### config.mk
export PLATFORM = sky130hd
export DESIGN_NAME = load_store_string_sequencer
export DESIGN_NICKNAME = d
export VERILOG_FILES = /design/src/hdl/string_seq_pkg.sv /design/src/hdl/byte_stream_if.sv /design/src/hdl/byte_fifo.sv /design/src/hdl/string_setup.sv /design/src/hdl/load_store_string_sequencer.sv
export SDC_FILE = /design/constraint.sdc
export NUM_CORES = 1
export LEC_CHECK = 0
export BUFFER_PORTS_ARGS = -buffer_cell sky130_fd_sc_hd__clkbuf_2
export CAP_MARGIN = 20
export CELL_PAD_IN_SITES_DETAIL_PLACEMENT = 1
export CELL_PAD_IN_SITES_GLOBAL_PLACEMENT = 1
export CORE_MARGIN = 2
export CORE_UTILIZATION = 41
export DETAILED_ROUTE_END_ITERATION = 10
export PLACE_DENSITY = 0.84
export SYNTH_ARGS = -nofsm -noshare
export SYNTH_HDL_FRONTEND = slang
export SYNTH_SLANG_ARGS = --single-unit
### constraint.sdc
create_clock -name clk -period 3.5 [get_ports clk]
set_input_delay 0.7 -clock clk [delete_from_list [all_inputs] [get_ports clk]]
set_output_delay 0.7 -clock clk [all_outputs]
set_load 0.02 [all_outputs]
### src/hdl/string_seq_pkg.sv
// Shared constants and types for the move-string sequencer.
// Assumes a 32-bit core with 32 general registers and a byte-wide memory port.
package string_seq_pkg;

  // ----------------------------------------------------------------
  // Sizes
  // ----------------------------------------------------------------
  localparam int WORD_W = 32;          // Width of a general register.
  localparam int ADDR_W = 32;          // Width of an effective address.
  localparam int BYTE_W = 8;           // Width of one memory byte.
  localparam int REG_INDEX_W = 5;      // Selects one of 32 general registers.
  localparam int LEN_W = 7;            // Byte length, up to 127.
  localparam int COUNT_FIELD_W = 5;    // Immediate byte-count field width.
  localparam int LANE_W = 2;           // Byte position inside a register.

  // ----------------------------------------------------------------
  // Field positions and fixed values
  // ----------------------------------------------------------------
  // The count field sits in bits 25..31 of the exception register in
  // big-endian numbering, which is bits 6..0 of the vector.
  localparam int EXC_COUNT_LSB = 0;
  localparam logic [LEN_W-1:0] IMM_ZERO_LEN = 7'h20;        // Zero field means 32 bytes.
  localparam logic [LANE_W-1:0] LAST_LANE = 2'h3;           // Fourth byte of a register.
  localparam logic [LEN_W-1:0] LEN_ONE = 7'h01;
  localparam logic [REG_INDEX_W-1:0] REG_STEP = 5'h01;

  // ----------------------------------------------------------------
  // Buffer shape
  // ----------------------------------------------------------------
  localparam int FIFO_DEPTH = 16;
  localparam int FIFO_WIDTH = 8;

  // ----------------------------------------------------------------
  // Reset values
  // ----------------------------------------------------------------
  localparam logic [WORD_W-1:0] WORD_ZERO = 32'h0000_0000;
  localparam logic [ADDR_W-1:0] ADDR_ZERO = 32'h0000_0000;
  localparam logic [BYTE_W-1:0] BYTE_ZERO = 8'h00;
  localparam logic [LEN_W-1:0] LEN_ZERO = 7'h00;
  localparam logic [REG_INDEX_W-1:0] REG_ZERO = 5'h00;
  localparam logic [LANE_W-1:0] LANE_ZERO = 2'h0;

  // The four move-string instructions.
  typedef enum logic [1:0] {
    load_string_imm,
    load_string_indexed,
    store_string_imm,
    store_string_indexed
  } string_op_t;

endpackage : string_seq_pkg

### src/hdl/byte_stream_if.sv
// Valid/ready byte stream used between the sequencer and its buffer.
// Assumes sender and receiver share one clock.
`timescale 1ns/10ps
interface byte_stream_if #(parameter int W = 8);
  logic valid;          // Sender offers data.
  logic ready;          // Receiver accepts data.
  logic [W-1:0] data;   // The offered byte.
  modport sender (output valid, output data, input ready);
  modport receiver (input valid, input data, output ready);
endinterface : byte_stream_if

### src/hdl/byte_fifo.sv
// Synchronous FIFO with valid/ready on both sides.
// Assumes a single clock and synchronous active-high reset.
`timescale 1ns/10ps
module byte_fifo
  import string_seq_pkg::*;
#(
  parameter int WIDTH = FIFO_WIDTH,
  parameter int DEPTH = FIFO_DEPTH
) (
  input wire logic clk,
  input wire logic rst,
  byte_stream_if.receiver fill,
  byte_stream_if.sender drain
);

  // ----------------------------------------------------------------
  // Storage and pointers
  // ----------------------------------------------------------------
  localparam int PTR_W = $clog2(DEPTH);
  logic [WIDTH-1:0] store [DEPTH];     // Data entries.
  logic [PTR_W-1:0] wr_ptr;            // Next entry to write.
  logic [PTR_W-1:0] rd_ptr;            // Next entry to read.
  logic [PTR_W:0] count;               // Entries held.
  logic [PTR_W-1:0] next_wr_ptr;
  logic [PTR_W-1:0] next_rd_ptr;
  logic [PTR_W:0] next_count;
  logic do_push;
  logic do_pop;

  // Full and empty come straight from the count, so they never lie.
  assign fill.ready = (count != (PTR_W+1)'(DEPTH));
  assign drain.valid = (count != '0);
  assign drain.data = store[rd_ptr];

  // Pointer and count update.
  always_comb begin
    do_push = fill.valid && fill.ready;
    do_pop = drain.valid && drain.ready;
    next_wr_ptr = do_push ? PTR_W'(wr_ptr + 1'b1) : wr_ptr;
    next_rd_ptr = do_pop ? PTR_W'(rd_ptr + 1'b1) : rd_ptr;
    next_count = count;
    if (do_push && !do_pop) begin
      next_count = (PTR_W+1)'(count + 1'b1);
    end else if (do_pop && !do_push) begin
      next_count = (PTR_W+1)'(count - 1'b1);
    end
  end

  // Registers; the array itself needs no reset.
  always_ff @(posedge clk) begin
    if (rst) begin
      wr_ptr <= '0;
      rd_ptr <= '0;
      count <= '0;
    end else begin
      wr_ptr <= next_wr_ptr;
      rd_ptr <= next_rd_ptr;
      count <= next_count;
    end
  end

  // Entry write.
  always_ff @(posedge clk) begin
    if (do_push) begin
      store[wr_ptr] <= fill.data;
    end
  end

endmodule : byte_fifo

### src/hdl/string_setup.sv
// Computes effective address and byte length of a move-string command.
// Assumes register contents for the base and offset are supplied by the core.
`timescale 1ns/10ps
module string_setup
  import string_seq_pkg::*;
(
  input wire string_op_t op,
  input wire logic [REG_INDEX_W-1:0] base_reg_index,
  input wire logic [WORD_W-1:0] base_value,
  input wire logic [WORD_W-1:0] offset_value,
  input wire logic [COUNT_FIELD_W-1:0] byte_count_field,
  input wire logic [WORD_W-1:0] fixed_point_exception_reg,
  output logic [ADDR_W-1:0] effective_address,
  output logic [LEN_W-1:0] length
);

  // Pure combinational decode; the sequencer latches the results.
  always_comb begin
    logic indexed;
    logic [ADDR_W-1:0] base;
    indexed = (op == load_string_indexed) || (op == store_string_indexed);
    base = (base_reg_index == REG_ZERO) ? ADDR_ZERO : base_value;
    effective_address = indexed ? ADDR_W'(base + offset_value) : base;
    if (indexed) begin
      length = fixed_point_exception_reg[EXC_COUNT_LSB +: LEN_W];
    end else if (byte_count_field == '0) begin
      length = IMM_ZERO_LEN;
    end else begin
      length = LEN_W'(byte_count_field);
    end
  end

endmodule : string_setup

### src/hdl/load_store_string_sequencer.sv
// Move-string sequencer of the load/store path.
// Assumes a byte-wide req/ack memory port and a register file with one
// write port and one read port whose data is valid while the read
// enable is high.
//
// Summary of operation
// - Any byte address allowed, never an alignment fault.
// - Indexed zero length changes no state.
// - Base inside destination range is simply loaded.
// - Immediate length is field, zero means 32.
// - Indexed length comes from exception register bits.
// - Address is base or zero, plus index.
// - Load writes ceil(length/4) registers from destination.
// - Load fetches consecutive ascending bytes from address.
// - Load fills MSB first, wraps 31 to 0.
// - Partial last loaded register is zero padded.
// - Indexed zero-length load transfers no bytes.
// - Store reads ceil(length/4) registers from source.
// - Store writes consecutive ascending bytes from address.
// - Store takes MSB first, wraps 31 to 0.
`timescale 1ns/10ps
module load_store_string_sequencer
  import string_seq_pkg::*;
(
  input wire logic clk,
  input wire logic rst,
  input wire logic cmd_valid,
  output logic cmd_ready,
  input wire string_op_t cmd_op,
  input wire logic [REG_INDEX_W-1:0] cmd_reg_index,
  input wire logic [REG_INDEX_W-1:0] base_reg_index,
  input wire logic [WORD_W-1:0] base_value,
  input wire logic [WORD_W-1:0] offset_value,
  input wire logic [COUNT_FIELD_W-1:0] byte_count_field,
  input wire logic [WORD_W-1:0] fixed_point_exception_reg,
  output logic done,
  output logic mem_req,
  output logic mem_we,
  output logic [ADDR_W-1:0] mem_addr,
  output logic [BYTE_W-1:0] mem_wdata,
  input wire logic mem_ack,
  input wire logic [BYTE_W-1:0] mem_rdata,
  output logic rf_we,
  output logic [REG_INDEX_W-1:0] rf_waddr,
  output logic [WORD_W-1:0] rf_wdata,
  output logic rf_re,
  output logic [REG_INDEX_W-1:0] rf_raddr,
  input wire logic [WORD_W-1:0] rf_rdata
);

  // ----------------------------------------------------------------
  // Types and state
  // ----------------------------------------------------------------
  typedef enum logic [1:0] {st_idle, st_run} seq_state_t;

  seq_state_t state;                    // Sequencer phase.
  seq_state_t next_state;
  string_op_t op;                       // Instruction being executed.
  string_op_t next_op;
  logic [ADDR_W-1:0] effective_address; // Latched start address.
  logic [ADDR_W-1:0] next_effective_address;
  logic [LEN_W-1:0] len;                // Latched byte length.
  logic [LEN_W-1:0] next_len;
  logic [LEN_W-1:0] issued;             // Bytes fetched (load) or buffered (store).
  logic [LEN_W-1:0] next_issued;
  logic [LEN_W-1:0] drained;            // Bytes packed (load) or written (store).
  logic [LEN_W-1:0] next_drained;
  logic [REG_INDEX_W-1:0] reg_index;    // Current general register.
  logic [REG_INDEX_W-1:0] next_reg_index;
  logic [LANE_W-1:0] lane;              // Byte position in the current register.
  logic [LANE_W-1:0] next_lane;
  logic [WORD_W-1:0] word;              // Load accumulator or store source word.
  logic [WORD_W-1:0] next_word;
  logic have_word;                      // Store source word is held.
  logic next_have_word;

  // Next values of the registered outputs.
  logic next_cmd_ready;
  logic next_done;
  logic next_mem_req;
  logic next_mem_we;
  logic [ADDR_W-1:0] next_mem_addr;
  logic [BYTE_W-1:0] next_mem_wdata;
  logic next_rf_we;
  logic [REG_INDEX_W-1:0] next_rf_waddr;
  logic [WORD_W-1:0] next_rf_wdata;
  logic next_rf_re;
  logic [REG_INDEX_W-1:0] next_rf_raddr;

  // Results of the command decode.
  logic [ADDR_W-1:0] setup_address;
  logic [LEN_W-1:0] setup_len;

  // ----------------------------------------------------------------
  // Submodules
  // ----------------------------------------------------------------
  byte_stream_if #(.W(FIFO_WIDTH)) push_s ();
  byte_stream_if #(.W(FIFO_WIDTH)) pop_s ();

  // The buffer decouples the memory side from the register side; a full
  // buffer holds back memory requests on loads and byte pushes from the source word on stores.
  byte_fifo #(.WIDTH(FIFO_WIDTH), .DEPTH(FIFO_DEPTH)) buffer (
    .clk(clk),
    .rst(rst),
    .fill(push_s),
    .drain(pop_s)
  );

  string_setup setup (
    .op(cmd_op),
    .base_reg_index(base_reg_index),
    .base_value(base_value),
    .offset_value(offset_value),
    .byte_count_field(byte_count_field),
    .fixed_point_exception_reg(fixed_point_exception_reg),
    .effective_address(setup_address),
    .length(setup_len)
  );

  // ----------------------------------------------------------------
  // Next-state logic
  // ----------------------------------------------------------------
  // One process computes every next value; loads and stores each run two
  // independent halves, one on either side of the buffer.
  always_comb begin
    logic is_load;
    logic last_byte;
    logic [4:0] shift;
    logic [WORD_W-1:0] merged;
    is_load = (op == load_string_imm) || (op == load_string_indexed);
    last_byte = 1'b0;
    shift = {~lane, 3'b000};
    merged = WORD_ZERO;
    next_state = state;
    next_op = op;
    next_effective_address = effective_address;
    next_len = len;
    next_issued = issued;
    next_drained = drained;
    next_reg_index = reg_index;
    next_lane = lane;
    next_word = word;
    next_have_word = have_word;
    next_done = 1'b0;
    next_mem_req = mem_req;
    next_mem_we = mem_we;
    next_mem_addr = mem_addr;
    next_mem_wdata = mem_wdata;
    next_rf_we = 1'b0;
    next_rf_waddr = rf_waddr;
    next_rf_wdata = rf_wdata;
    next_rf_re = 1'b0;
    next_rf_raddr = rf_raddr;
    push_s.valid = 1'b0;
    push_s.data = BYTE_ZERO;
    pop_s.ready = 1'b0;
    case (state)
      st_idle: begin
        // Latch the decoded command; nothing moves until the next cycle.
        if (cmd_valid) begin
          next_state = st_run;
          next_op = cmd_op;
          next_effective_address = setup_address;
          next_len = setup_len;
          next_issued = LEN_ZERO;
          next_drained = LEN_ZERO;
          next_reg_index = cmd_reg_index;
          next_lane = LANE_ZERO;
          next_word = WORD_ZERO;
          next_have_word = 1'b0;
        end
      end
      st_run: begin
        if (drained == len && !mem_req) begin
          // A zero length lands here at once, so no byte and no register moves.
          next_state = st_idle;
          next_done = 1'b1;
        end else if (is_load) begin
          // Memory side: one byte at a time at ascending addresses, only
          // while the buffer has room for the byte being asked for.
          if (mem_req) begin
            if (mem_ack) begin
              next_mem_req = 1'b0;
              push_s.valid = 1'b1;
              push_s.data = mem_rdata;
              next_issued = LEN_W'(issued + LEN_ONE);
            end
          end else if (issued != len && push_s.ready) begin
            next_mem_req = 1'b1;
            next_mem_we = 1'b0;
            next_mem_addr = ADDR_W'(effective_address + ADDR_W'(issued));
          end
          // Register side: pack bytes from the most significant end.
          if (pop_s.valid) begin
            pop_s.ready = 1'b1;
            merged = word | (WORD_W'(pop_s.data) << shift);
            last_byte = (LEN_W'(drained + LEN_ONE) == len);
            next_drained = LEN_W'(drained + LEN_ONE);
            if (lane == LAST_LANE || last_byte) begin
              // Unfilled low bytes stay zero from the cleared accumulator.
              next_rf_we = 1'b1;
              next_rf_waddr = reg_index;
              next_rf_wdata = merged;
              next_reg_index = REG_INDEX_W'(reg_index + REG_STEP);
              next_word = WORD_ZERO;
              next_lane = LANE_ZERO;
            end else begin
              next_word = merged;
              next_lane = LANE_W'(lane + 1'b1);
            end
          end
        end else begin
          // Register side: fetch a source word, then feed its bytes in.
          if (rf_re) begin
            next_word = rf_rdata;
            next_have_word = 1'b1;
            next_reg_index = REG_INDEX_W'(reg_index + REG_STEP);
          end else if (!have_word && issued != len) begin
            next_rf_re = 1'b1;
            next_rf_raddr = reg_index;
          end else if (have_word && push_s.ready) begin
            push_s.valid = 1'b1;
            push_s.data = BYTE_W'(word >> shift);
            last_byte = (LEN_W'(issued + LEN_ONE) == len);
            next_issued = LEN_W'(issued + LEN_ONE);
            if (lane == LAST_LANE || last_byte) begin
              next_have_word = 1'b0;
              next_lane = LANE_ZERO;
            end else begin
              next_lane = LANE_W'(lane + 1'b1);
            end
          end
          // Memory side: write each buffered byte at the next address.
          if (mem_req) begin
            if (mem_ack) begin
              next_mem_req = 1'b0;
              next_drained = LEN_W'(drained + LEN_ONE);
            end
          end else if (pop_s.valid) begin
            pop_s.ready = 1'b1;
            next_mem_req = 1'b1;
            next_mem_we = 1'b1;
            next_mem_wdata = pop_s.data;
            next_mem_addr = ADDR_W'(effective_address + ADDR_W'(drained));
          end
        end
      end
      default: begin
        next_state = st_idle;
      end
    endcase
    // Ready is registered, so it rises in the same cycle as done.
    next_cmd_ready = (next_state == st_idle);
  end

  // ----------------------------------------------------------------
  // State registers
  // ----------------------------------------------------------------
  // Every output is a flip-flop and has a defined value from reset on.
  always_ff @(posedge clk) begin
    if (rst) begin
      state <= st_idle;
      op <= load_string_imm;
      effective_address <= ADDR_ZERO;
      len <= LEN_ZERO;
      issued <= LEN_ZERO;
      drained <= LEN_ZERO;
      reg_index <= REG_ZERO;
      lane <= LANE_ZERO;
      word <= WORD_ZERO;
      have_word <= 1'b0;
      cmd_ready <= 1'b1;
      done <= 1'b0;
      mem_req <= 1'b0;
      mem_we <= 1'b0;
      mem_addr <= ADDR_ZERO;
      mem_wdata <= BYTE_ZERO;
      rf_we <= 1'b0;
      rf_waddr <= REG_ZERO;
      rf_wdata <= WORD_ZERO;
      rf_re <= 1'b0;
      rf_raddr <= REG_ZERO;
    end else begin
      state <= next_state;
      op <= next_op;
      effective_address <= next_effective_address;
      len <= next_len;
      issued <= next_issued;
      drained <= next_drained;
      reg_index <= next_reg_index;
      lane <= next_lane;
      word <= next_word;
      have_word <= next_have_word;
      cmd_ready <= next_cmd_ready;
      done <= next_done;
      mem_req <= next_mem_req;
      mem_we <= next_mem_we;
      mem_addr <= next_mem_addr;
      mem_wdata <= next_mem_wdata;
      rf_we <= next_rf_we;
      rf_waddr <= next_rf_waddr;
      rf_wdata <= next_rf_wdata;
      rf_re <= next_rf_re;
      rf_raddr <= next_rf_raddr;
    end
  end

endmodule : load_store_string_sequencer

### After elaboration in Yosys (flattened, before gate mapping)

Memories as Yosys holds them, arrays and structs flattened. A register that Yosys moved wholly into a read port is not among the register bits.
Index checks and enable logic that the tools add are counted.
W data, S select, Z words.

| operators by class | value |
|---|---|
| muxes and demuxes | 99 |
| add/subtract/negate cells | 11 |
| equality and inequality tests | 27 |
| reduce and logical (&&, ||, !) cells | 40 |
| shift operators | 2 |
| bitwise logic cells | 8 |

Operator list:

| operator | count |
|---|---|
| $mux W32 | 13 |
| $mux W7 | 14 |
| $add A32 B7 Y32 | 2 |
| $mux W8 | 8 |
| $pmux W32 S2 | 1 |
| $mux W5 | 8 |
| $ne A3 B3 Y1 const B | 12 |
| $mux W1 | 35 |
| $add A32 B32 Y32 | 1 |
| $or A32 B32 Y32 | 1 |
| $shl A8 B5 Y32 | 1 |
| $shr A32 B5 Y8 | 1 |
| $pmux W7 S2 | 2 |
| $reduce_and A5 Y1 | 5 |
| $mux W2 | 11 |
| $eq A7 B7 Y1 | 3 |
| $add A7 B1 Y7 const B | 2 |
| $reduce_and A7 Y1 | 2 |
| $reduce_and A6 Y1 | 2 |
| $add A5 B1 Y5 const B | 2 |
| $logic_not A5 Y1 | 2 |
| $pmux W5 S2 | 1 |
| $reduce_or A5 Y1 | 2 |
| $add A4 B1 Y4 const B | 2 |
| other kinds (24) | 54 |

| storage, ports and cells | value |
|---|---|
| memories kept | 1 |
| input bits | 157 |
| memory bits (writable) | 128 |
| flip-flop bits (word level) | 198 |

Memory list:

| name | depth | width | read ports | clocked after Yosys merged registers in | wr ports | RTL line | RTL |
|---|---|---|---|---|---|---|---|
| buffer.store | 16 | 8 | 1 | 1 | 1 | byte_fifo.sv:20 | `logic [WIDTH-1:0] store [DEPTH];` |

### Depth between registers and ports, before layout

Gate-level depths: netlist of run 1.

| logic depth | value |
|---|---|
| depth in word-level cells | 13 |
| mapped depth | 16 |

### By module

Synthesis of run 1 repeated with hierarchy kept, for this count alone.

| unflattened totals | value |
|---|---|
| cell total of the unflattened synthesis | 1752 |
| area, all modules | 17117.7 µm² |

Modules (own cells, without submodules):

| module | instances | area an instance (µm²) | cells an instance |
|---|---|---|---|
| load_store_string_sequencer | 1 | 8837.2 | 1076 |
| byte_fifo | 1 | 5761.8 | 311 |
| string_setup | 1 | 2518.7 | 365 |

### Worst setup path before layout of run 1

Ideal clock, no wire load.

| timing path | value |
|---|---|
| kind | in2reg |
| start point | in base_reg_index[1] |
| end point | reg effective_address[29] |
| data arrival time | 3339 ps |
| stages | 13 |
| path buffers | 1 |
| setup slack | 24 ps |
| path through | nor3_1 > nand2_1 > clkbuf_1 > and2_1 > ha_1 > a2111oi_1 > o21ai_1 > a31oi_2 > o41ai_1 > a221oi_1 > nor4_1 > a41oi_1 > a31oi_1 |

| on the way | value |
|---|---|
| longest elaborated chain between the ends | 4 |

RTL lines:

| what | RTL line | RTL |
|---|---|---|
| start: declaration | load_store_string_sequencer.sv:31 | `input wire logic [REG_INDEX_W-1:0] base_reg_index,` |
| $logic_not A5 Y1 (*) | string_setup.sv:22 | `base = (base_reg_index == REG_ZERO) ? ADDR_ZERO : base_value;` |
| $mux W32 (*) | string_setup.sv:22 |  |
| $add A32 B32 Y32 | string_setup.sv:23 | `effective_address = indexed ? ADDR_W'(base + offset_value) : base;` |
| $mux W32 (*) | string_setup.sv:23 |  |
| end signal: assignment | load_store_string_sequencer.sv:286 | `effective_address <= next_effective_address;` |
| end: declaration | load_store_string_sequencer.sv:60 | `logic [ADDR_W-1:0] effective_address;` |

Every way passes the cells marked *; elsewhere a longest branch is shown, timed or not.
A chain may end at the register's enable or synchronous reset.

### Worst setup path after layout of run 1

| timing path | value |
|---|---|
| start point | reg drained[5] |
| end point | reg buffer.count[4] |

| on the way | value |
|---|---|
| longest elaborated chain between the ends | 8 |

RTL lines:

| what | RTL line | RTL |
|---|---|---|
| start: declaration | load_store_string_sequencer.sv:66 | `logic [LEN_W-1:0] drained;` |
| start signal: assignment | load_store_string_sequencer.sv:289 | `drained <= next_drained;` |
| $eq A7 B7 Y1 (*) | load_store_string_sequencer.sv:174 | `if (drained == len && !mem_req) begin` |
| $logic_and A1 B1 Y1 (*) | load_store_string_sequencer.sv:174 |  |
| $mux W1 (*) | load_store_string_sequencer.sv:174 |  |
| $mux W1 (*) | load_store_string_sequencer.sv:157 | `case (state)` |
| $logic_and A1 B1 Y1 (*) | byte_fifo.sv:37 | `do_push = fill.valid && fill.ready;` |
| named net buffer.do_push | byte_fifo.sv:27 | `logic do_push;` |
| $logic_not A1 Y1 | byte_fifo.sv:44 | `end else if (do_pop && !do_push) begin` |
| $logic_and A1 B1 Y1 | byte_fifo.sv:44 |  |
| $reduce_bool A2 Y1 (no source line) | n/a |  |
| end signal: assignment | byte_fifo.sv:58 | `count <= next_count;` |
| end: declaration | byte_fifo.sv:23 | `logic [PTR_W:0] count;` |

The timed path passes the listed nets; every way through them passes the cells marked *.

==> tab_implementation.tex, run 1 <==
\begin{tabular}{lr}
\hline
Metric & Value \\
\hline
\multicolumn{2}{l}{\textbf{STA}} \\
Portion of the clock cycle consumed by the worst path in the final layout & 94.8\% \\
Tightest hold margin & 0.395 ns \\
FMAX & 301 MHz \\
Final-report setup violation count & 0 \\
Hold violation total from the final report & 0 \\
Final clock skew & 0.0226 ns \\
Final critical path time including I/O delays and setup & 3.32 ns \\
Transition time at the pin with the least slew margin & 1.04 ns \\
Slew HR & 30.0\% \\
Unrepaired setup endpoints after global routing & false \\
Max-slew violation count & 0 \\
\multicolumn{2}{l}{\textbf{Run status}} \\
Result of the run & complete, no violations \\
\multicolumn{2}{l}{\textbf{Floorplanning}} \\
Initial Utilization & 41.7\% \\
Number of placed I/O pins & roughly 250 \\
Horizontal extent of the die & between 200 and 250 um \\
Placement row count & 73 \\
Die Area & 42200 sq um \\
Die Ht & 205 um \\
Floorplan core area & 39800 sq um \\
\multicolumn{2}{l}{\textbf{Hold path}} \\
Count of cells along the worst hold path & 3 \\
Hold Startpoint & cmd\_op[1] \\
Path category of the worst min-delay check & input port to flop \\
Worst Hold Path EP & op[1]\$\_SDFFE\_PP0P\_ \\
\multicolumn{2}{l}{\textbf{Synthesis}} \\
Number of synthesized flops with an enable pin & 128 \\
Average size of a mapped cell & 10.7 sq um \\
Flip-flop and latch count after synthesis & 329 \\
Share of synthesized cell area in and, or, nand and nor gates & 12.5\% \\
Synth Area in Compound Gates & 15.3\% \\
Sequential fraction of the synthesis area & 47.4\% \\
Post-synth net total & 1767 \\
Multiplexer share of the synthesized area & 12.1\% \\
Fraction of the mapped netlist area in adder cells & 4.20\% \\
Post-synthesis cell type with the largest combined area & dfxtp\_1 \\
Parity-gate share of the synthesized area counting xor and xnor cells & 4.63\% \\
Summed instance area of the synthesized netlist & 16600 sq um \\
Area share of the largest cell type after synthesis & 24.2\% \\
Count of unique library cells instantiated by Yosys & 76 \\
Async set or reset register ratio after synthesis & 0\% \\
Number of cells produced by synthesis & 1556 \\
Main combinational cell family by area after synthesis & compound AO/OA/AOI/OAI gates \\
Yosys Warn Count & 0 \\
Synth area leaders & dfxtp\_1, edfxtp\_1, mux4\_2, mux2i\_1, nor2\_1 \\
Synth Flop Type & dfxtp\_1 \\
\multicolumn{2}{l}{\textbf{Setup path}} \\
Critical Path AT & 3.77 ns \\
Critical path peak fanout & 13 \\
Worst Reg-to-Reg Cells & 14 \\
Flop-to-flop setup slack & 0.18 ns \\
Buffers plus inverters on the worst setup path & 2 \\
R2R Path End & buffer.count[4]\$\_SDFFE\_PP0P\_ \\
Critical-path cell with the highest stage delay & dfxtp\_1 \\
CP max stage delay & 0.47 ns \\
Critical path type & flop to flop \\
Critical Path Source Type & flop \\
Worst r2r src & drained[5]\$\_SDFFE\_PP0P\_ \\
Family of cells with the greatest summed delay on the critical path & simple AND/OR/NAND/NOR gates \\
Worst Setup End Kind & flop \\
Cell Chain, Critical Path & xor2\_1 > nor4\_4 > nand3b\_2 > nand2\_1 > buf\_4 > nor2\_1 > ha\_1 > inv\_1 > ha\_1 > a21o\_1 > a21oi\_1 > xnor2\_1 > or3\_1 > a21oi\_1 \\
CP required & around 4.0 ns \\
Number of cells on the critical path & 14 \\
\multicolumn{2}{l}{\textbf{Global route}} \\
First-pass GRT wire length & 82000 um \\
GRT Residual Overflow & 0 \\
Number of antenna violations at the first check in global routing & 5 \\
Largest net degree at the start of global routing & 61 \\
Vias in the first global route & 14500 \\
Overall global routing resource usage & 24.9\% \\
\multicolumn{2}{l}{\textbf{Detailed routing}} \\
Final routed wirelength across all metal layers & 53800 um \\
DRT antenna net count & 0 \\
Final routed wire length divided by cell count & 22.5 um \\
\# DRC & 0 \\
Total iterations of the first detailed-routing run & 7 \\
Vias/cell & 5.77 \\
Via count & 13800 \\
Number of violations reported at the end of detailed-routing iteration 0 & 1115 \\
\multicolumn{2}{l}{\textbf{Clock tree}} \\
Clock Path Buffers & 3 \\
Number of buffers created by CTS & 36 \\
Root cell of the clock tree & clkbuf\_16 \\
Insertion delay to the later sink of the worst-skew pair & 0.53 ns \\
Clock H-tree levels & 2 \\
Hold buffer count at CTS & 0 \\
Number of clock sinks & 329 \\
CTS clock-pin slew for the worst setup and hold paths & about 0.06 ns \\
TritonCTS clock tree & yes \\
\multicolumn{2}{l}{\textbf{Cells and area}} \\
Fraction of final layout cells with drive strength greater than 1 & between 20\% and 30\% \\
Final instance count without filler cells & 2395 \\
Core utilization of the finished layout & 50.6\% \\
Layout Area Growth over Synthesis & 21.2\% \\
Total non-filler cell area in the finished layout & 20100 sq um \\
Fill cells & around 4400 \\
Net count of the finished layout & slightly above 2000 \\
\multicolumn{2}{l}{\textbf{Power}} \\
IR drop worst, VDD & roughly 0.00026 V \\
Lkg Pwr & 0.00832 uW \\
Power after layout & 8720 uW \\
Areal power density over the cells & between 400 and 500 nW/um\^{}2 \\
\multicolumn{2}{l}{\textbf{Placed design}} \\
Placed cell count & 2321 \\
Routability Congestion & 0.918 \\
Post-detail-place hpwl & slightly below 40000 um \\
Area after DPL & 18900 sq um \\
Count of input and output buffers & 219 \\
\multicolumn{2}{l}{\textbf{Job}} \\
Max-cap check violation count & 0 \\
\hline
\end{tabular}
per-stage QoR:
step / setup WS (ns) / setup TNS (ns)
2_1_floorplan: 0.0242 / 0
3_3_place_gp: -0.218 / -1.72
3_5_place_dp: -0.396 / -4.21
4_1_cts: 0.135 / 0
5_1_grt: 0.00645 / 0
6_report: 0.182 / 0
tightest hold or removal path: cells and delay by family:
kind | cells | cell delay [ns]
AOI/OAI and AO/OA | 1 | 0.05
buffers and inverters | 1 | 0.08
and+or+nand+nor | 1 | 0.05
flip-flops by register name (all words and copies together), names as in the netlist, 4 cells and up, named ones only:
register           flops
buffer.store         128
effective_address     32
mem_addr              32
rf_wdata              32
word                  32
mem_wdata              8
drained                7
issued                 7
len                    7
buffer.count           5
reg_index              5
rf_raddr               5
rf_waddr               5
buffer.rd_ptr          4
buffer.wr_ptr          4
Yosys cell counts, types with 13 or more instances:
cell,number
edfxtp_1,128
o21ai_0,43
clkbuf_1,72
xnor2_1,35
a211oi_1,41
nand4_1,13
inv_1,51
and2_1,40
mux4_2,48
ha_1,51
a21oi_1,81
nor3_1,26
nor2_1,202
mux2i_1,85
buf_2,13
o211ai_1,14
nand2_1,69
nand3_1,19
xor2_1,51
a222oi_1,32
and3_1,16
dfxtp_1,201
a211oi_2,19
a21o_1,53
worst max-delay path by stage:
stage                            start                                  to  slack (ns)
3_5_place_dp         base_reg_index[1]  effective_address[29]$_SDFFE_PP0P_       -0.40
2_1_floorplan        base_reg_index[1]  effective_address[29]$_SDFFE_PP0P_        0.02
4_1_cts              base_reg_index[1]  effective_address[29]$_SDFFE_PP0P_        0.14
3_3_place_gp         base_reg_index[1]  effective_address[29]$_SDFFE_PP0P_       -0.22
5_1_grt        drained[5]$_SDFFE_PP0P_        buffer.count[4]$_SDFFE_PP0P_       0.006
6_report       drained[5]$_SDFFE_PP0P_        buffer.count[4]$_SDFFE_PP0P_        0.18
layer usage:
| metal | GRT usage [%] | share of wire, % | up-vias | wire, um |
|---|---|---|---|---|
| met5 | 0 | 0.024 | - | 13 |
| met4 | 11.8 | 4.4 | 2 | 2390 |
| met3 | 3.66 | 5.6 | 152 | 3030 |
| met2 | 41.8 | 48 | 477 | 26100 |
| met1 | 31.6 | 41 | 6870 | 22300 |
| li1 | - | - | 6311 | - |
area by class of cell:
type	instances	area (sq um)	area share [%]
Clock inverter	15	129	0.640
Inverter	52	195	0.969
Multi-Input combinational cell	1071	8180	40.6
Antenna cell	4	10.0	0.0497
Tap cell	525	657	3.26
Sequential cell	329	7880	39.1
Clock buffer	49	980	4.86
Timing Repair Buffer	350	2110	10.5
where the power goes:
group	internal (uW)	leakage, uW	switching, uW
logic	459	0.00519	571
clock network	2060	0.000547	1570
registers	4000	0.00259	61.1
total	6520	0.00832	2200
what timing repair did:
item | in CTS | in global routing
buffers inserted | 0 | 2
pin swaps | 0 | 2
setup endpoints to repair | 1 | 16
gates cloned | 0 | 0
resized for setup | 1 | 20
cells in the final DEF, fill, tap and decap left out, types with 6 or more instances in the layout:
cell and n:
nand3_1 19, a21o_1 53, nand4_1 13, ha_1 51, a211oi_2 20, nand2_1 67
inv_1 51, edfxtp_1 128, xnor2_1 35, dfxtp_1 195, mux2i_1 85, nor3_1 25
clkinv_2 6, mux4_2 48, nor2b_1 6, mux2_2 7, clkbuf_16 36, nor2_1 200
and3_1 15, or3_1 6, dfxtp_2 6, a22oi_1 10, clkbuf_1 10, a21oi_1 81
xor2_1 48, and2_1 39, clkbuf_2 218, a211oi_1 39, o21ai_0 41, o21bai_1 7
nand3b_1 9, o211ai_1 14, buf_4 129, nand2b_1 8, a222oi_1 32
kinds of logic after synthesis:
kind of cell             count (synthesis)
AO/OA/AOI/OAI                          351
XOR/XNOR                                87
adder cells (fa/ha/maj)                 54
buffers and inverters                  156
flip-flops                             329
multiplexers                           140
other                                    1
AND/OR/NAND/NOR                        438
(Power assumes the default switching activity.)
==> run 2: changes to the inputs <==
Settings changed: REMOVE_ABC_BUFFERS from default to 1, SLEW_MARGIN from default to 5.
==> tab_implementation.tex, run 2 (synthesized netlist as in run 1, its figures left out) <==
\begin{tabular}{lr}
\hline
Metric & Value \\
\hline
\multicolumn{2}{l}{\textbf{STA}} \\
Transition time at the pin with the least slew margin & 1.01 ns (-0.0309 ns) \\
Final-report setup violation count & 0 (unchanged) \\
Hold violation total from the final report & 0 (unchanged) \\
Max-slew violation count & 0 (unchanged) \\
Unrepaired setup endpoints after global routing & true \\
Final clock skew & 0.0329 ns (+0.0103 ns) \\
Portion of the clock cycle consumed by the worst path in the final layout & 98.7\% (+3.9 points) \\
Slew HR & 32.3\% (+2.4 points) \\
FMAX & 289 MHz (-4.0\%) \\
Final critical path time including I/O delays and setup & 3.46 ns (+0.137 ns) \\
Tightest hold margin & 0.399 ns (+0.00382 ns) \\
TNS Setup & 0 ns (unchanged) \\
\multicolumn{2}{l}{\textbf{Setup path}} \\
Worst Setup End Kind & flop \\
CP required & 3.94 ns (about the same) \\
Flop-to-flop setup slack & 0.04 ns (-0.14 ns) \\
Critical path peak fanout & 13 (unchanged) \\
Worst Reg-to-Reg Cells & 14 (unchanged) \\
Critical-path cell with the highest stage delay & fa\_1 \\
Cell Chain, Critical Path & xor2\_2 > nor4\_4 > nand3b\_2 > nand2\_1 > buf\_6 > nor2\_1 > ha\_1 > inv\_1 > fa\_1 > a21o\_1 > a21oi\_1 > xnor2\_1 > or3\_1 > a21oi\_1 \\
CP max stage delay & 0.49 ns (+0.02 ns) \\
Worst r2r src & drained[4]\$\_SDFFE\_PP0P\_ \\
Critical Path AT & 3.90 ns (+0.13 ns) \\
Most repeated library cell on the critical path & a21oi\_1 \\
R2R Path End & buffer.count[4]\$\_SDFFE\_PP0P\_ \\
Critical Path Source Type & flop \\
Critical path type & flop to flop \\
\multicolumn{2}{l}{\textbf{Power}} \\
IR drop worst, VDD & 0.000277 V (+7.1\%) \\
Switching power as a share of total power & 24.7\% (-0.57 points) \\
Part of the power in combinational logic & 11.5\% (-0.3 points) \\
Clk network pwr share & 42.6\% (+1.0 points) \\
Areal power density over the cells & 438 nW/um\^{}2 (+1.3\%) \\
Proportion of power drawn by flip-flops and latches & 45.8\% (-0.8 points) \\
Psw & 2180 uW (-0.70\%) \\
Internal power & 6670 uW (+2.4\%) \\
Lkg Pwr & 0.00834 uW (+0.26\%) \\
\multicolumn{2}{l}{\textbf{Cells and area}} \\
Total non-filler cell area in the finished layout & 20200 sq um (+0.31\%) \\
Most frequent standard cell in the layout excluding fill and tap cells & clkbuf\_2 \\
Core utilization of the finished layout & 50.7\% (+0.16 points) \\
Most frequent cells in the layout & clkbuf\_2, nor2\_1, dfxtp\_1 \\
Fraction of final layout cells with drive strength greater than 1 & 26.9\% (-0.28 points) \\
Layout Area Growth over Synthesis & 21.6\% \\
Flip-flop and latch area & 7870 sq um (about the same) \\
Multi-input gate area & 8180 sq um (about the same) \\
Register name with the most flops & buffer.store \\
Final instance count without filler cells & 2393 (-0.084\%) \\
Number of flip-flops in the largest register & 128 (unchanged) \\
Net count of the finished layout & 2053 (+0.098\%) \\
Fill cells & 4448 (+0.68\%) \\
\multicolumn{2}{l}{\textbf{Hold path}} \\
Hold Startpoint & rf\_rdata[8] \\
Worst Hold Path EP & word[8]\$\_SDFFE\_PP0P\_ \\
Path category of the worst min-delay check & input port to flop \\
Count of cells along the worst hold path & 3 (unchanged) \\
\multicolumn{2}{l}{\textbf{Placed design}} \\
Area after DPL & 18900 sq um (about the same) \\
Count of input and output buffers & 219 (unchanged) \\
Routability Congestion & 0.865 (-5.9\%) \\
Placed cell count & 2321 (unchanged) \\
Post-detail-place hpwl & 37400 um (-3.3\%) \\
\multicolumn{2}{l}{\textbf{Global route}} \\
Overall global routing resource usage & 25.2\% (+0.28 points) \\
GRT Residual Overflow & 0 (unchanged) \\
First-pass GRT wire length & 83400 um (+1.8\%) \\
Vias in the first global route & 15000 (+3.5\%) \\
Number of antenna violations at the first check in global routing & 2 (-3) \\
Largest net degree at the start of global routing & 70 (+15\%) \\
\multicolumn{2}{l}{\textbf{Floorplanning}} \\
Floorplan core area & 39800 sq um (unchanged) \\
Number of placed I/O pins & 245 (unchanged) \\
Die Ht & 205 um (unchanged) \\
Horizontal extent of the die & 205 um (unchanged) \\
Initial Utilization & 41.7\% (unchanged) \\
Placement row count & 73 (unchanged) \\
Die Area & 42200 sq um (unchanged) \\
\multicolumn{2}{l}{\textbf{Job}} \\
Max-cap check violation count & 0 (unchanged) \\
\multicolumn{2}{l}{\textbf{Detailed routing}} \\
Final routed wirelength across all metal layers & 53900 um (+0.16\%) \\
DRT antenna net count & 0 (unchanged) \\
Vias/cell & 5.80 (+0.53\%) \\
Total iterations of the first detailed-routing run & 8 (+1) \\
\# DRC & 0 (unchanged) \\
Via count & 13900 (+0.45\%) \\
Final routed wire length divided by cell count & 22.5 um (+0.25\%) \\
Number of violations reported at the end of detailed-routing iteration 0 & 1037 (-7.0\%) \\
\multicolumn{2}{l}{\textbf{Clock tree}} \\
Number of clock sinks & 329 (unchanged) \\
Insertion delay to the later sink of the worst-skew pair & 0.54 ns (about the same) \\
Number of buffers created by CTS & 36 (unchanged) \\
CTS clock-pin slew for the worst setup and hold paths & 0.06 ns (about the same) \\
Clock Path Buffers & 3 (unchanged) \\
Hold buffer count at CTS & 0 (unchanged) \\
TritonCTS clock tree & yes \\
Root cell of the clock tree & clkbuf\_16 \\
Clock H-tree levels & 2 (unchanged) \\
\multicolumn{2}{l}{\textbf{Run status}} \\
Result of the run & complete, no violations \\
\hline
\end{tabular}
==> run 2: changes by cell type in the layout (fill, tap and decap cells not counted), sizes merged <==
cell,delta
clkbuf,+9
bufinv,+1
buf,+2
diode,-3
inv,-2
clkinv,-10
clkinvlp,+1
==> run 2: how the worst max path moves through the flow <==
stage                            startpoint                                  to  slack (ns)  cells after the start
floorplan                 base_reg_index[1]  effective_address[29]$_SDFFE_PP0P_       -0.18                     12
global placement          base_reg_index[1]  effective_address[29]$_SDFFE_PP0P_       -0.34                     15
detailed placement        base_reg_index[1]  effective_address[29]$_SDFFE_PP0P_       -0.40                     15
CTS                 drained[0]$_SDFFE_PP0P_        buffer.count[4]$_SDFFE_PP0P_       0.004                     14
global route        drained[4]$_SDFFE_PP0P_        buffer.count[4]$_SDFFE_PP0P_       -0.12                     14
finish              drained[4]$_SDFFE_PP0P_        buffer.count[4]$_SDFFE_PP0P_        0.04                     14
==> run 2: metrics by stage <==
| stage | worst slack, ns | total power, uW |
|---|---|---|
| 6_report | 0.0447 | 8860 |
| 5_1_grt | -0.122 | 9150 |
| 4_1_cts | 0.00389 | 8880 |
| 3_5_place_dp | -0.396 | 5130 |
| 3_3_place_gp | -0.338 | 5090 |
| 2_1_floorplan | -0.182 | 4660 |
==> run 2: critical path: cells and delay by family, from the launching register on <==
family	cells	cell delay [ns]
compound gates	3	0.58
xor+xnor	2	0.39
fa+ha+maj	2	0.74
flops	1	0.47
buf+inv	2	0.33
simple gates	5	0.85
==> run 2: area by class of cell <==
| type | instances | area share (%) |
|---|---|---|
| Antenna cell | 1 | 0.0124 |
| Clock inverter | 5 | 0.458 |
| Timing Repair Buffer | 352 | 10.6 |
| Sequential cell | 329 | 39.0 |
| Clock buffer | 58 | 5.22 |
| Multi-Input combinational cell | 1071 | 40.5 |
| Tap cell | 525 | 3.25 |
| Inverter | 52 | 0.966 |
==> run 2: what timing repair did <==
action | 4_1_cts | 5_1_grt
pin swaps | 0 | 5
resized for setup | 2 | 18
buffers inserted | 0 | 1
setup endpoints to repair | 2 | 13
==> run 2: metal layers <==
layer  track usage [%]  vias to the layer above  part of all wire, %
met5                 0                        -                    0
met3              3.53                      154                  5.1
met4              11.7                        0                  4.2
met2              44.5                      512                   50
li1                  -                     6312                    -
met1              30.3                     6896                   41
==> run 2: power groups by stage <==
stage                     sequential [uW]  clock [uW]  combinational, uW
final                                4060        3780               1020
after global routing                 4060        3970               1110
after CTS                            4060        3830                997
after detailed placement             4140           0                986
after global placement               4130           0                952
after floorplan                      4140           0                525
